`config.mk`:
```
export PLATFORM = sky130hd
export DESIGN_NAME = event_counter_bank
export DESIGN_NICKNAME = d
export VERILOG_FILES = /design/src/inc/event_counter_pkg.sv /design/src/core/event_counter_bank.sv
export SDC_FILE = /design/constraint.sdc
export NUM_CORES = 1
export LEC_CHECK = 0
export ABC_AREA = 1
export BUFFER_PORTS_ARGS = -buffer_cell sky130_fd_sc_hd__buf_2
export CORE_ASPECT_RATIO = 0.9
export CORE_MARGIN = 10
export CORE_UTILIZATION = 29
export DETAILED_ROUTE_END_ITERATION = 8
export HOLD_SLACK_MARGIN = 0.06
export PLACE_DENSITY = 0.54
export SETUP_SLACK_MARGIN = 0.02
export SLEW_MARGIN = 20
export SYNTH_ARGS = -nofsm -noshare
export SYNTH_HDL_FRONTEND = slang
export SYNTH_SLANG_ARGS = --single-unit
```
`constraint.sdc`:
```
create_clock -name I_REF_CLK -period 9.7 [get_ports I_REF_CLK]
set_input_delay 0.485 -clock I_REF_CLK [delete_from_list [all_inputs] [get_ports I_REF_CLK]]
set_output_delay 0.485 -clock I_REF_CLK [all_outputs]
set_load 0.01 [all_outputs]
```
`src/inc/event_counter_pkg.sv`:
```
// constants, types and behaviour summary for the pulse/event counter bank
// Behaviour
// - four independent counters, six decimal digits each
// - each counter links none or one input
// - each recognised pulse adds weight 1..9999, default 1
// - setpoint strobe increments any counter independently
// - setpoint may read and clear a counter
// - software load keeps link and weight untouched
// - counter contents readable at any time
// - single-edge mode one edge, transition both edges
// - polarity picks closing or opening edge
// - shared debounce 1..100 ms, default 10 ms
`default_nettype none
package event_counter_pkg;

    // ************************************************************
    // sizes
    // ************************************************************
    localparam int NUM_COUNTERS = 4;         // general counters in the bank
    localparam int NUM_INPUTS   = 14;        // digital_input_first .. digital_input_last
    localparam int COUNT_W      = 20;        // holds 0..999999 in binary
    localparam int WEIGHT_W     = 14;        // holds 1..9999
    localparam int SRC_W        = 4;         // 0 = none, 1..14 = linked input
    localparam int DEB_W        = 7;         // debounce milliseconds 1..100
    localparam int ADDR_W       = 8;
    localparam int DATA_W       = 32;

    // ************************************************************
    // value limits
    // ************************************************************
    localparam logic [COUNT_W-1:0]  COUNT_MODULUS = 20'hf4240;  // 1000000
    localparam logic [WEIGHT_W-1:0] WEIGHT_MIN    = 14'h0001;
    localparam logic [WEIGHT_W-1:0] WEIGHT_MAX    = 14'h270f;   // 9999
    localparam logic [DEB_W-1:0]    DEB_MIN_MS    = 7'h01;
    localparam logic [DEB_W-1:0]    DEB_MAX_MS    = 7'h64;      // 100
    localparam logic [SRC_W-1:0]    SRC_LAST      = 4'he;       // 14

    // ************************************************************
    // reset values
    // ************************************************************
    localparam logic [WEIGHT_W-1:0]   WEIGHT_RST = 14'h0001;
    localparam logic [SRC_W-1:0]      SRC_RST    = 4'h0;       // none
    localparam logic [DEB_W-1:0]      DEB_RST_MS = 7'h0a;      // 10 ms
    localparam logic [NUM_INPUTS-1:0] MODE_RST   = 14'h0000;   // single-edge
    localparam logic [NUM_INPUTS-1:0] POL_RST    = 14'h0000;   // normal

    // ************************************************************
    // timing
    // ************************************************************
    localparam int CLK_PERIOD_NS = 100;
    localparam int DEB_TICK_NS   = 1000000;                    // 1 ms tick
    localparam int DEB_TICK_CYC  = DEB_TICK_NS / CLK_PERIOD_NS;

    // ************************************************************
    // register offsets and fields
    // ************************************************************
    localparam logic [ADDR_W-1:0] OFS_COUNT0   = 8'h00;  // 0x00..0x03 counter values
    localparam logic [ADDR_W-1:0] OFS_CFG0     = 8'h04;  // 0x04..0x07 counter setup
    localparam logic [ADDR_W-1:0] OFS_DEBOUNCE = 8'h08;
    localparam logic [ADDR_W-1:0] OFS_MODE     = 8'h09;  // 1 = transition mode
    localparam logic [ADDR_W-1:0] OFS_POL      = 8'h0a;  // 1 = inverting
    localparam logic [ADDR_W-1:0] OFS_STATE    = 8'h0b;  // debounced input states
    localparam int CFG_WEIGHT_LSB = 0;
    localparam int CFG_SRC_LSB    = 16;

    // counter setup carried as one unit
    typedef struct packed {
        logic [SRC_W-1:0]    src;
        logic [WEIGHT_W-1:0] weight;
    } cnt_cfg_t;

    // register bus request
    typedef struct packed {
        logic              wr;
        logic              rd;
        logic [ADDR_W-1:0] addr;
        logic [DATA_W-1:0] wdata;
    } bus_req_t;

endpackage
`default_nettype wire

```
`src/core/event_counter_bank.sv`:
```
// bank of four debounced pulse/event counters with a register port
//
// Added by the designer: the register offsets and the address-and-strobe port.
`timescale 1ns/1ps
`default_nettype none
module event_counter_bank #(
    parameter int DEB_TICK_CYCLES = event_counter_pkg::DEB_TICK_CYC  // cycles per ms
) (
    // clock and reset
    input  wire logic                                    I_REF_CLK,
    input  wire logic                                    I_ARST_N,
    // register port
    input  wire logic [event_counter_pkg::ADDR_W-1:0]    i_ADDR,
    input  wire logic [event_counter_pkg::DATA_W-1:0]    i_WDATA,
    input  wire logic                                    i_WR,
    input  wire logic                                    i_RD,
    output logic      [event_counter_pkg::DATA_W-1:0]    o_RDATA,
    // digital input pins, high = contact closed
    input  wire logic [event_counter_pkg::NUM_INPUTS-1:0] i_DIGITAL_INPUT,
    // setpoint controller strobes, one bit per counter
    input  wire logic [event_counter_pkg::NUM_COUNTERS-1:0] i_SP_INC,
    input  wire logic [event_counter_pkg::NUM_COUNTERS-1:0] i_SP_CLR,
    // counter values and debounced states
    output logic      [event_counter_pkg::NUM_COUNTERS-1:0][event_counter_pkg::COUNT_W-1:0]
                                                         o_COUNT,
    output logic      [event_counter_pkg::NUM_INPUTS-1:0] o_DI_STATE
);

    // ************************************************************
    // local shorthands for the package sizes
    // ************************************************************
    localparam int NI = event_counter_pkg::NUM_INPUTS;
    localparam int NC = event_counter_pkg::NUM_COUNTERS;
    localparam int CW = event_counter_pkg::COUNT_W;
    localparam int DW = event_counter_pkg::DEB_W;
    // one below the period because the prescaler counts from zero
    localparam logic [13:0] TICK_LAST = 14'(DEB_TICK_CYCLES - 1);

    // ************************************************************
    // bus request bundle
    // ************************************************************
    // the bundle only renames the port signals; no flop sits here, so a
    // strobe acts at the very edge at which the master presents it
    event_counter_pkg::bus_req_t req;            // incoming request, same clock
    assign req = '{wr: i_WR, rd: i_RD, addr: i_ADDR, wdata: i_WDATA};

    // ************************************************************
    // configuration registers
    // ************************************************************
    event_counter_pkg::cnt_cfg_t cfg_reg  [NC];  // per-counter link and weight
    event_counter_pkg::cnt_cfg_t cfg_next [NC];
    logic [DW-1:0] deb_reg, deb_next;            // shared debounce in ms
    logic [NI-1:0] mode_reg, mode_next;          // 1 = transition mode
    logic [NI-1:0] pol_reg, pol_next;            // 1 = inverting

    // clamp weight into its legal span
    // a zero weight would leave a linked counter frozen, so clamp, not refuse
    function automatic logic [event_counter_pkg::WEIGHT_W-1:0] clamp_weight(
        input logic [event_counter_pkg::WEIGHT_W-1:0] w);
        if (w < event_counter_pkg::WEIGHT_MIN) begin
            return event_counter_pkg::WEIGHT_MIN;
        end else if (w > event_counter_pkg::WEIGHT_MAX) begin
            return event_counter_pkg::WEIGHT_MAX;
        end
        return w;
    endfunction

    // configuration next values from software writes
    // writes to unmapped offsets leave every setup register as it is
    always_comb begin
        logic [DW-1:0] d;
        d         = req.wdata[DW-1:0];
        deb_next  = deb_reg;
        mode_next = mode_reg;
        pol_next  = pol_reg;
        for (int c = 0; c < NC; c++) begin
            cfg_next[c] = cfg_reg[c];
            if (req.wr && req.addr == event_counter_pkg::OFS_CFG0 + 8'(c)) begin
                // out-of-range source falls back to no link
                cfg_next[c].src = (req.wdata[event_counter_pkg::CFG_SRC_LSB +: 4]
                                   > event_counter_pkg::SRC_LAST) ? 4'h0 :
                                  req.wdata[event_counter_pkg::CFG_SRC_LSB +: 4];
                cfg_next[c].weight = clamp_weight(
                    req.wdata[event_counter_pkg::CFG_WEIGHT_LSB +: 14]);
            end
        end
        if (req.wr && req.addr == event_counter_pkg::OFS_DEBOUNCE) begin
            // clamp the debounce into 1..100 ms
            if (d < event_counter_pkg::DEB_MIN_MS) begin
                deb_next = event_counter_pkg::DEB_MIN_MS;
            end else if (d > event_counter_pkg::DEB_MAX_MS) begin
                deb_next = event_counter_pkg::DEB_MAX_MS;
            end else begin
                deb_next = d;
            end
        end
        if (req.wr && req.addr == event_counter_pkg::OFS_MODE) begin
            // one bit per input; bits above the last input are dropped
            mode_next = req.wdata[NI-1:0];
        end
        if (req.wr && req.addr == event_counter_pkg::OFS_POL) begin
            // stored even in transition mode, where the edge logic ignores it
            pol_next = req.wdata[NI-1:0];
        end
    end

    // configuration registers
    // setup survives counter loads and clears; only reset restores it
    always_ff @(posedge I_REF_CLK or negedge I_ARST_N) begin
        if (!I_ARST_N) begin
            for (int c = 0; c < NC; c++) begin
                cfg_reg[c] <= '{src: event_counter_pkg::SRC_RST,
                                weight: event_counter_pkg::WEIGHT_RST};
            end
            deb_reg  <= event_counter_pkg::DEB_RST_MS;
            mode_reg <= event_counter_pkg::MODE_RST;
            pol_reg  <= event_counter_pkg::POL_RST;
        end else begin
            cfg_reg  <= cfg_next;
            deb_reg  <= deb_next;
            mode_reg <= mode_next;
            pol_reg  <= pol_next;
        end
    end

    // ************************************************************
    // millisecond tick shared by all debouncers
    // ************************************************************
    logic [13:0] pre_reg, pre_next;              // prescaler
    logic        tick_reg, tick_next;            // one-cycle ms pulse
    // the prescaler free-runs, so a pin change waits up to one tick for its
    // first ms count; the debounce time is therefore exact to within one ms

    always_comb begin
        tick_next = (pre_reg == TICK_LAST);
        pre_next  = tick_next ? 14'h0000 : pre_reg + 14'h0001;
    end

    always_ff @(posedge I_REF_CLK or negedge I_ARST_N) begin
        if (!I_ARST_N) begin
            pre_reg  <= 14'h0000;
            tick_reg <= 1'b0;
        end else begin
            pre_reg  <= pre_next;
            tick_reg <= tick_next;
        end
    end

    // ************************************************************
    // per-input synchroniser, debouncer and edge recogniser
    // ************************************************************
    logic [NI-1:0] sync1_reg, sync2_reg;         // two-flop pin synchroniser
    logic [NI-1:0] stable_reg, stable_next;      // accepted input state
    logic [DW-1:0] dcnt_reg [NI];                // ms the input has differed
    logic [DW-1:0] dcnt_next [NI];
    logic [NI-1:0] ev_reg, ev_next;              // recognised pulse events

    generate
        for (genvar i = 0; i < NI; i++) begin : g_in
            // accept a new level only after it held through as many ms ticks as the debounce time
            // a bounce back to the accepted level restarts the count, so
            // chatter no longer than the debounce time less one ms never reaches a counter
            always_comb begin
                stable_next[i] = stable_reg[i];
                dcnt_next[i]   = dcnt_reg[i];
                ev_next[i]     = 1'b0;
                if (sync2_reg[i] == stable_reg[i]) begin
                    dcnt_next[i] = '0;
                end else if (tick_reg) begin
                    // the first tick after a change already counts as one ms
                    if (dcnt_reg[i] + 7'h01 >= deb_reg) begin
                        stable_next[i] = sync2_reg[i];
                        dcnt_next[i]   = '0;
                        if (mode_reg[i]) begin
                            ev_next[i] = 1'b1;
                        end else begin
                            // closing edge normally, opening edge when inverting
                            ev_next[i] = (sync2_reg[i] != pol_reg[i]);
                        end
                    end else begin
                        dcnt_next[i] = dcnt_reg[i] + 7'h01;
                    end
                end
            end

            // only sync2 feeds logic; sync1 is left a full cycle to settle
            always_ff @(posedge I_REF_CLK or negedge I_ARST_N) begin
                if (!I_ARST_N) begin
                    sync1_reg[i]  <= 1'b0;
                    sync2_reg[i]  <= 1'b0;
                    stable_reg[i] <= 1'b0;
                    dcnt_reg[i]   <= '0;
                    ev_reg[i]     <= 1'b0;
                end else begin
                    sync1_reg[i]  <= i_DIGITAL_INPUT[i];
                    sync2_reg[i]  <= sync1_reg[i];
                    stable_reg[i] <= stable_next[i];
                    dcnt_reg[i]   <= dcnt_next[i];
                    ev_reg[i]     <= ev_next[i];
                end
            end
        end
    endgenerate

    // ************************************************************
    // counters
    // ************************************************************
    // counters are binary, not decimal: six digits are kept by wrapping
    // at one million rather than by carries between digits
    logic [CW-1:0] cnt_reg  [NC];                // counter values, 0..999999
    logic [CW-1:0] cnt_next [NC];
    logic [NI:0]   ev_ext;                       // index 0 stands for no link
    assign ev_ext = {ev_reg, 1'b0};

    generate
        for (genvar c = 0; c < NC; c++) begin : g_cnt
            // software load beats setpoint clear, which beats any addition;
            // a pulse and a setpoint increment in one cycle both count
            always_comb begin
                logic [CW:0] sum;
                sum = {1'b0, cnt_reg[c]};
                if (ev_ext[cfg_reg[c].src]) begin
                    sum = sum + {7'h00, cfg_reg[c].weight};
                end
                if (i_SP_INC[c]) begin
                    sum = sum + 21'h000001;
                end
                // one wrap suffices: weight plus one stays far below a million
                if (sum >= {1'b0, event_counter_pkg::COUNT_MODULUS}) begin
                    sum = sum - {1'b0, event_counter_pkg::COUNT_MODULUS};
                end
                cnt_next[c] = sum[CW-1:0];
                if (i_SP_CLR[c]) begin
                    cnt_next[c] = '0;
                end
                if (req.wr && req.addr == event_counter_pkg::OFS_COUNT0 + 8'(c)) begin
                    // loads only the value; setup registers stay as they are
                    // all 32 bits are compared so stray high bits cannot slip a value in
                    if (req.wdata >= 32'(event_counter_pkg::COUNT_MODULUS)) begin
                        cnt_next[c] = '0;
                    end else begin
                        cnt_next[c] = req.wdata[CW-1:0];
                    end
                end
            end

            // counts start from zero; setup lives in its own registers
            always_ff @(posedge I_REF_CLK or negedge I_ARST_N) begin
                if (!I_ARST_N) begin
                    cnt_reg[c] <= '0;
                end else begin
                    cnt_reg[c] <= cnt_next[c];
                end
            end
        end
    endgenerate

    // ************************************************************
    // read port and status outputs
    // ************************************************************
    logic [31:0] rdata_reg, rdata_next;          // read data, valid one cycle
    // reads have no side effects, so polling never disturbs a count
    // counter and setup offsets match in the loop, single registers below

    always_comb begin
        rdata_next = 32'h00000000;               // idle and unmapped read zero
        if (req.rd) begin
            for (int c = 0; c < NC; c++) begin
                if (req.addr == event_counter_pkg::OFS_COUNT0 + 8'(c)) begin
                    rdata_next = {12'h000, cnt_reg[c]};
                end
                if (req.addr == event_counter_pkg::OFS_CFG0 + 8'(c)) begin
                    rdata_next = {12'h000, cfg_reg[c].src, 2'b00, cfg_reg[c].weight};
                end
            end
            unique case (req.addr)
                event_counter_pkg::OFS_DEBOUNCE: rdata_next = {25'h0, deb_reg};
                event_counter_pkg::OFS_MODE:     rdata_next = {18'h0, mode_reg};
                event_counter_pkg::OFS_POL:      rdata_next = {18'h0, pol_reg};
                event_counter_pkg::OFS_STATE:    rdata_next = {18'h0, stable_reg};
                default: ;
            endcase
        end
    end

    always_ff @(posedge I_REF_CLK or negedge I_ARST_N) begin
        if (!I_ARST_N) begin
            rdata_reg <= 32'h00000000;
        end else begin
            rdata_reg <= rdata_next;
        end
    end

    // every output is a plain copy of a register, never of logic
    assign o_RDATA    = rdata_reg;
    assign o_DI_STATE = stable_reg;
    // setpoint logic tests the counter straight from its register
    generate
        for (genvar c = 0; c < NC; c++) begin : g_out
            assign o_COUNT[c] = cnt_reg[c];
        end
    endgenerate

endmodule
`default_nettype wire

```
**Word level (Yosys, flattened, before mapping)**

Cells that the tools add are included.

- Flip-flop bits (word level): 388
- Latch bits: 0
- Bits in writable memories: 0
- Memory bits (read-only): 0
- Bits of input ports: 66
- Output and inout port bits: 126
- Word-level logic and storage cells: 390
- Memories: 0

- $add $sub $neg: 27
- $mul: 0
- Div/mod/pow operators: 0
- Order comparisons: 28
- Equal/unequal tests: 40
- Shifts and indexed selects: 0
- Mux-type cells: 153
- Bitwise gates (word level): 14
- Reductions and logical operators: 40

Operators with widths:

| cell | number |
|---|---|
| two-way mux 7 bit | 44 |
| two-way mux 20 bit | 14 |
| two-way mux 32 bit | 8 |
| two-way mux 21 bit | 8 |
| one-hot mux 32 bit (4 select lines) | 1 |
| adder 7 x 1 -> 7 bit, second input constant | 14 |
| greater-or-equal comparator 7 bit | 14 |
| two-way mux 14 bit | 7 |
| adder 20 x 14 -> 21 bit | 4 |
| adder 21 x 1 -> 21 bit, second input constant | 4 |
| greater-or-equal comparator 21 x 20 -> 1 bit, second input constant | 4 |
| subtractor 20 bit, second input constant | 4 |
| two-way mux 1 bit | 66 |
| AND reduction 3 bit | 14 |
| equality test 8 x 3 -> 1 bit, second input constant | 4 |
| equality test 8 x 4 -> 1 bit, second input constant | 4 |
| greater-or-equal comparator 32 x 20 -> 1 bit, second input constant | 1 |
| nonzero test 2 bit | 14 |
| < comparator 4 x 5 -> 1 bit, second input constant | 4 |
| binary-select mux 1 bit (select 4 bit) | 4 |
| equality test 8 x 2 -> 1 bit, second input constant | 2 |
| adder 14 x 1 -> 14 bit, second input constant | 1 |
| equality test 1 bit | 14 |
| equality test 14 bit, second input constant | 1 |
| other kinds (11) | 47 |

**Longest topological paths before layout**

Gate-level depths: netlist of the first run.

- Word-level depth: 11
- Depth in mapped cells: 33
- Gate-level depth less buffers: 31

**Least setup slack after synthesis of the first run**

No wires, ideal clock.

- Path kind: register to register
- Start: register cfg_reg[50] (netlist name)
- End: register cnt_reg (netlist bit o_COUNT[38])
- Library setup time: 0.118 ns
- Data arrival time: 3.309 ns
- Data required time: 9.582 ns
- Setup slack: 6.273 ns
- Cell stages (with the launch flop): 32
- Path buffers: 3
- Period minus slack after synthesis: 3.427 ns
- Path through: dfrtp_1 -> buf_6 -> inv_4 -> nand2_1 -> nand3_1 -> nand3_1 -> nand3_4 -> nand2_4 -> buf_8 -> nand2_4 -> and2_1 -> ha_1 -> nand2_1 -> inv_1 -> nand2_1 -> nor2_4 -> nand2_1 -> xor2_2 -> inv_1 -> ha_1 -> nand3_1 -> a21oi_1 -> nand3b_1 -> nor2_1 -> nand3_1 -> nor2_1 -> nor2_2 -> nand2_2 -> buf_6 -> nand2_2 -> nand3_1 -> nand2_1

RTL lines:

| what | RTL line | source |
|---|---|---|
| start: declaration | event_counter_bank.sv:50 | `event_counter_pkg::cnt_cfg_t cfg_reg [NC];` |
| start signal: indexed assignment | event_counter_bank.sv:112 | `cfg_reg[c] <= '{src: event_counter_pkg::SRC_RST,` |
| start signal: assignment | event_counter_bank.sv:119 | `cfg_reg <= cfg_next;` |
| end signal: indexed assignment | event_counter_bank.sv:252 | `cnt_reg[c] <= cnt_next[c];` |
| end: declaration | event_counter_bank.sv:210 | `logic [CW-1:0] cnt_reg [NC];` |

==> results of run 1 <==
[final timing paths]
kind	start	end	slack, ns	cells past startpoint
setup / recovery	cfg_reg[14]	o_COUNT[70]	5.15	30
hold / removal	i_WDATA[2]	deb_reg[2]	0.19	3
setup reg to reg	cfg_reg[14]	o_COUNT[70]	5.15	30
hold reg to reg	sync1_reg[3]	sync2_reg[3]	0.35	0
max in group asynchronous	I_ARST_N	o_COUNT[13]	7.71	3
min in group asynchronous	I_ARST_N	pre_reg[9]	0.45	2
[power breakdown]
group	internal [W]	switching [W]	total (W)
combinational	0.000272	0.000605	0.000876
sequential	0.00162	0.000101	0.00172
clock	0.00116	0.000781	0.00194
total	0.00306	0.00149	0.00454
[per-stage QoR]
| stage | hold slack, ns | power (W) |
|---|---|---|
| floorplan | 0.189 | 0.00230 |
| detailed placement | 0.335 | 0.00261 |
| CTS | 0.136 | 0.00457 |
| global placement | 0.334 | 0.00261 |
| finish | 0.191 | 0.00454 |
| global route | 0.171 | 0.00474 |
[synth_stat cells, drive strengths merged, types with 2 or more instances]
cell type / n / area (sq um)
nor4: 7 / 43.8
ha: 181 / 2260
a2111oi: 3 / 26.3
clkbuf: 35 / 131
dfstp: 6 / 158
fa: 4 / 80.1
or2: 5 / 31.3
a311oi: 2 / 17.5
o21bai: 2 / 15.0
a221oi: 11 / 96.3
inv: 640 / 2410
buf: 45 / 385
clkinv: 6 / 22.5
a21oi: 146 / 734
o21a: 15 / 113
o2111ai: 7 / 61.3
and2: 4 / 25.0
nand3b: 34 / 255
nand2: 1366 / 5330
a31oi: 2 / 12.5
o22ai: 48 / 300
a211oi: 16 / 120
nor3b: 2 / 15.0
o221ai: 3 / 26.3
nand3: 490 / 2570
o211ai: 8 / 60.1
o32ai: 29 / 254
xnor2: 17 / 149
nor2: 320 / 1400
o21ai: 295 / 1500
xor2: 117 / 1060
nand4: 99 / 619
dfrtp: 370 / 9260
nor3: 62 / 325
[routing by layer]
metal	global-route usage	part of all wire	vias up
met5	0	0.00055	-
met4	0.0647	0.035	10
met3	0.0475	0.094	179
met2	0.288	0.42	1089
met1	0.281	0.45	14300
li1	-	-	14800
[cell usage in the layout, fill, tap and decap left out, drive strengths merged, types with 63 or more instances in the layout]
| cell | instances |
|---|---|
| nand3 | 490 |
| nor2 | 320 |
| o21ai | 295 |
| nand2 | 1366 |
| buf | 199 |
| inv | 643 |
| xor2 | 117 |
| a21oi | 146 |
| ha | 181 |
| nand4 | 99 |
| clkbuf | 63 |
| dfrtp | 370 |
[kinds of logic after synthesis]
group / count (synthesis) / synth area share
mux: 1 / 0.000376
xor+xnor: 134 / 0.0405
simple gates: 2391 / 0.355
fa+ha+maj: 185 / 0.0784
other cells: 1 / 0.000125
flops: 376 / 0.315
compound gates: 589 / 0.112
buf+inv: 726 / 0.0987
[cell type report]
class,instances,area share
sequential,376,0.276
tap,1356,0.0498
clock buffer,63,0.0390
antenna,7,0.000514
inverter,646,0.0715
clock inverter,26,0.0106
timing repair buffer,214,0.0358
multi-input combinational,3312,0.517
[critical path, delay by kind of cell, from the launching register on]
family / cells / cell delay [ns]
simple gates: 24 / 2.84
flops: 1 / 0.49
buf+inv: 3 / 0.37
fa+ha+maj: 2 / 0.37
xor+xnor: 1 / 0.32
==> run summary, run 1 <==
outcome - finished, final reports clean
initial antenna violation count - 20
area post-placement - 32200 sq um
Rel. slew slack - 0.162
fin crit period - 4.55 ns
port bufs - 179
Starting Density - 0.293
DRC - 0
# Max-Cap Violations - 0
Ports - 192
#FFs+latches synth - 376
Die X - 359 microns
# fillers - 11000
vias in the first global route - 28200
worst-margin pin slew - 1.25 ns
post-synthesis cell type count - 60
CP Class - flip-flop to flip-flop
clk buf depth - 3
Avg WL per Cell - 19.9 microns
RSZ-0062 raised after global routing - no
Clock Latency Late Sink - 0.64 ns
Post-CTS Hold Buffers - 15
DP Cell Count - 5888
Worst Hold Class - input port to flip-flop
period utilisation layout - 0.469
fin util - 0.334
final non-filler cell total - 6000
Die H - 325 microns
max reg flops - 98
peak supply drop - 0.113 mV
FMAX - 0.220 GHz
Lkg Pwr - 17.3 nW
# clock sinks - 376
HPWL after DPL - 92500 microns
Setup TNS - 0 ns
CP Data Arrival Time - 5.04 ns
CTS resizes - 0
DR vias/cell - 5.06
post-route design area - 34100 sq um
layout cells sized above 1 - 0.0992
Die Footprint - 116000 sq um
Iter 0 DRT Violations - 3145
# setup viols final - 0
Layout area overhead - 14.0%
final wirelength - 119000 microns
Critical Path Sink Type - flip-flop
Crit path largest cell delay - 0.49 ns
Register Area - 9420 sq um
slowest cell on the critical path - dfrtp_1
Post-synth EDFFs - 0
Main synth FF type - dfrtp_1
Total GRT Usage - 0.197
Num CTS Buffers - 49
Crit path top cell by count - nand2_1
core area - 102000 sq um
Avg Inst Size Synth - 6.80 sq um
first-pass GRT wire length - 177000 microns
Ys Warns - 0
CTS tree - built
largest net degree at the start of global routing - 150
WP data required - 10.20 ns
pre-CTS setup slack - 5.23 ns
Syn Inst Count - 4403
drt first pass iters - 8
pwr/cell area - 133 nW/um^2
Final ANT Viol Nets - 0
RePlAce Congestion - 0.957
final slew viol count - 0
FP Rows - 111
Seq/Total Area, Yosys - 0.315
# H-tree levels - 2
Post-CTS Setup Inserts - 0
Clk pin slew, worst setup/hold paths - 0.06 ns
Congestion Overflow GR - 0
async set-or-reset flop fraction in the synthesized netlist - 1.00
Hold Vio Cnt, Final - 0
clock root buffer - clkbuf_16
routed vias - 30300
type of origin of the critical path - flip-flop
Setup Skew - 0.0416 ns
fin nets - 4850
post-synthesis cell area - 29900 sq um
Final WS setup - 5.15 ns
area of the multi-input gates - 17600 sq um
worst-path fanout max - 27
Note: power is estimated with default switching activity, not from simulation.
==> inputs of run 2 (changes only) <==
--- a/config.mk
+++ b/config.mk
@@ -12,7 +12,7 @@
 export CORE_UTILIZATION = 29
 export DETAILED_ROUTE_END_ITERATION = 8
 export HOLD_SLACK_MARGIN = 0.06
-export PLACE_DENSITY = 0.54
+export PLACE_DENSITY = 0.56
 export SETUP_SLACK_MARGIN = 0.02
 export SLEW_MARGIN = 20
 export SYNTH_ARGS = -nofsm -noshare
==> constraint.sdc (replaced) <==
create_clock -name I_REF_CLK -period 3.9 [get_ports I_REF_CLK]
set_input_delay 0.195 -clock I_REF_CLK [delete_from_list [all_inputs] [get_ports I_REF_CLK]]
set_output_delay 0.195 -clock I_REF_CLK [all_outputs]
set_load 0.01 [all_outputs]
==> run 2 against run 1 <==
Against the previous run:
- routed wire length is 3.5% higher
- register-to-register slack worse by 4.9 ns
- highest routed layer unchanged
- critical endpoint is now o_COUNT[49]
- via count grew 3.3%
- first-iteration DRC count increased by 2.4%
- clock power up 140%
- clock-buffer cell count is 8 higher
- fmax is 24% higher
- largest power group unchanged
- final cell count increased by 2.7%
==> run summary, run 2 (synthesized netlist as in run 1, its figures left out) <==
outcome - finished, final reports clean
Num CTS Buffers - 50 (+2.0%)
FMAX - 0.273 GHz (+24%)
final non-filler cell total - 6160 (+2.7%)
Lkg Pwr - 18.1 nW (+4.5%)
Setup TNS - 0 ns (unchanged)
DP Cell Count - 5990 (+1.7%)
CTS tree - built
Crit path top cell by count - nand2_1
initial antenna violation count - 13 (-35%)
Critical Path Sink Type - flip-flop
Clock Latency Late Sink - 0.63 ns (about the same)
Congestion Overflow GR - 0 (unchanged)
routed vias - 31300 (+3.3%)
# H-tree levels - 2 (unchanged)
clock root buffer - clkbuf_16
WP data required - 4.46 ns (-5.74 ns)
pwr/cell area - 318 nW/um^2 (+140%)
Layout area overhead - 19.1%
Starting Density - 0.293 (unchanged)
Rel. slew slack - 0.267 (+0.105)
most frequent cells in the layout - 1282 x nand2_1, 612 x inv_1, 465 x nand3_1
Total GRT Usage - 0.203 (+0.00576)
# fillers - 11000 (-0.45%)
DR vias/cell - 5.09 (+0.63%)
final wirelength - 123000 microns (+3.5%)
CP Data Arrival Time - 4.22 ns (-0.82 ns)
most common cell after layout, fill and taps aside - nand2_1
FP Rows - 111 (unchanged)
Clk pin slew, worst setup/hold paths - 0.06 ns (about the same)
Die H - 325 microns (unchanged)
Worst Hold Class - input port to flip-flop
fin nets - 5007 (+3.2%)
# setup viols final - 0 (unchanged)
crit-path cells - ha_4, fa_2, nand2_2, nand2_1, ha_1, nand2_2, inv_2, nand2_1, nor2_2, nand2_2, xor2_2, inv_1, ha_1, nand3_1, nor2_1, nand3b_1, nor2_1, nand2_1, nor2_2, a21oi_4, buf_4, nand3_1, nand3_1, nand2_1
worst-path fanout max - 5 (-81%)
RePlAce Congestion - 0.976 (+2.0%)
peak supply drop - 0.245 mV (+120%)
slowest cell on the critical path - fa_2
DRC - 0 (unchanged)
# clock sinks - 376 (unchanged)
# Max-Cap Violations - 0 (unchanged)
period utilisation layout - 0.938 (+0.470)
type of origin of the critical path - flip-flop
HPWL after DPL - 96200 microns (+4.1%)
Die X - 359 microns (unchanged)
Ports - 192 (unchanged)
port bufs - 179 (unchanged)
CP Class - flip-flop to flip-flop
fin crit period - 3.66 ns (-0.887 ns)
Final ANT Viol Nets - 0 (unchanged)
vias in the first global route - 28900 (+2.5%)
final slew viol count - 0 (unchanged)
Avg WL per Cell - 20.0 microns (+0.79%)
Setup Skew - 0.0467 ns (+0.00508 ns)
largest net degree at the start of global routing - 103 (-31%)
Hold Vio Cnt, Final - 0 (unchanged)
Crit path largest cell delay - 0.55 ns (+0.06 ns)
drt first pass iters - 6 (-2)
fin util - 0.349 (+0.0150)
clk buf depth - 3 (unchanged)
max reg flops - 98 (unchanged)
layout cells sized above 1 - 0.140 (+0.0405)
worst-margin pin slew - 1.10 ns (-0.155 ns)
core area - 102000 sq um (unchanged)
Die Footprint - 116000 sq um (unchanged)
first-pass GRT wire length - 182000 microns (+2.7%)
Iter 0 DRT Violations - 3220 (+2.4%)
==> run 2: cell count changes in the layout (fill, tap and decap cells not counted), sizes merged <==
| cell | change |
|---|---|
| buf | +134 |
| dlygate4sd3 | +21 |
| clkbuf | +8 |
| bufinv | -5 |
| clkinv | +5 |
| clkinvlp | -4 |
| diode | +1 |
| inv | -1 |
| nand2 | +1 |
==> run 2: final cells by class <==
type / count / area (sq um) / share of cell area
clock inverters: 21 / 205 / 0.00576
flip-flops and latches: 376 / 9430 / 0.265
well taps: 1356 / 1700 / 0.0476
diodes: 8 / 20.0 / 0.000562
clock buffers: 71 / 1430 / 0.0401
repair buffers: 369 / 2500 / 0.0701
multi-input cells: 3313 / 17900 / 0.503
inverters: 646 / 2440 / 0.0685
==> run 2: what timing repair did <==
item,in CTS,in global routing
buffers inserted,0,32
hold buffers,34,2
endpoints found under the setup margin,0,56
gates resized for setup,0,110
hold endpoints to repair,152,6
==> run 2: final timing paths <==
path / start / end / slack, ns / depth (start not counted)
setup / recovery: o_COUNT[40] / o_COUNT[49] / 0.24 / 24
hold / removal: i_WDATA[17] / cfg_reg[15] / 0.10 / 5
setup reg to reg: o_COUNT[40] / o_COUNT[49] / 0.24 / 24
hold reg to reg: sync1_reg[13] / sync2_reg[13] / 0.34 / 0
max in group asynchronous: I_ARST_N / cfg_reg[50] / 2.55 / 3
min in group asynchronous: I_ARST_N / o_COUNT[70] / 0.14 / 2
==> run 2: through the flow <==
step / hold slack (ns) / setup slack, ns / cell area [sq um] / power, W
detailed placement: 0.260 / 0.0813 / 33000 / 0.00660
finish: 0.100 / 0.241 / 35600 / 0.0113
global placement: 0.256 / 0.0675 / 33000 / 0.00660
CTS: 0.0621 / 0.0520 / 35000 / 0.0113
floorplan: -0.101 / 0.473 / 30000 / 0.00573
global route: 0.124 / -0.0565 / 35600 / 0.0119
==> run 2: layer usage <==
metal,GRT usage,vias to the layer above,wire [microns]
met1,0.283,14800,55500
li1,-,15100,-
met5,0,-,96
met4,0.0773,14,5230
met3,0.0546,239,11800
met2,0.295,1177,50800
==> run 2: power breakdown <==
group / internal, W / switching, W / total [W]
sequential: 0.00404 / 0.000191 / 0.00423
clock: 0.00270 / 0.00195 / 0.00465
combinational: 0.000813 / 0.00164 / 0.00245
total: 0.00755 / 0.00378 / 0.0113
==> run 2: worst max-delay path, delay by kind of cell, from the launching register on <==
kind / cells / cell delay [ns]
xor gates and xnor gates: 1 / 0.16
DFF: 1 / 0.43
buffers and inverters: 3 / 0.36
adders and majority gates: 4 / 1.07
and+or+nand+nor: 15 / 1.47
AOI/OAI and AO/OA: 1 / 0.11
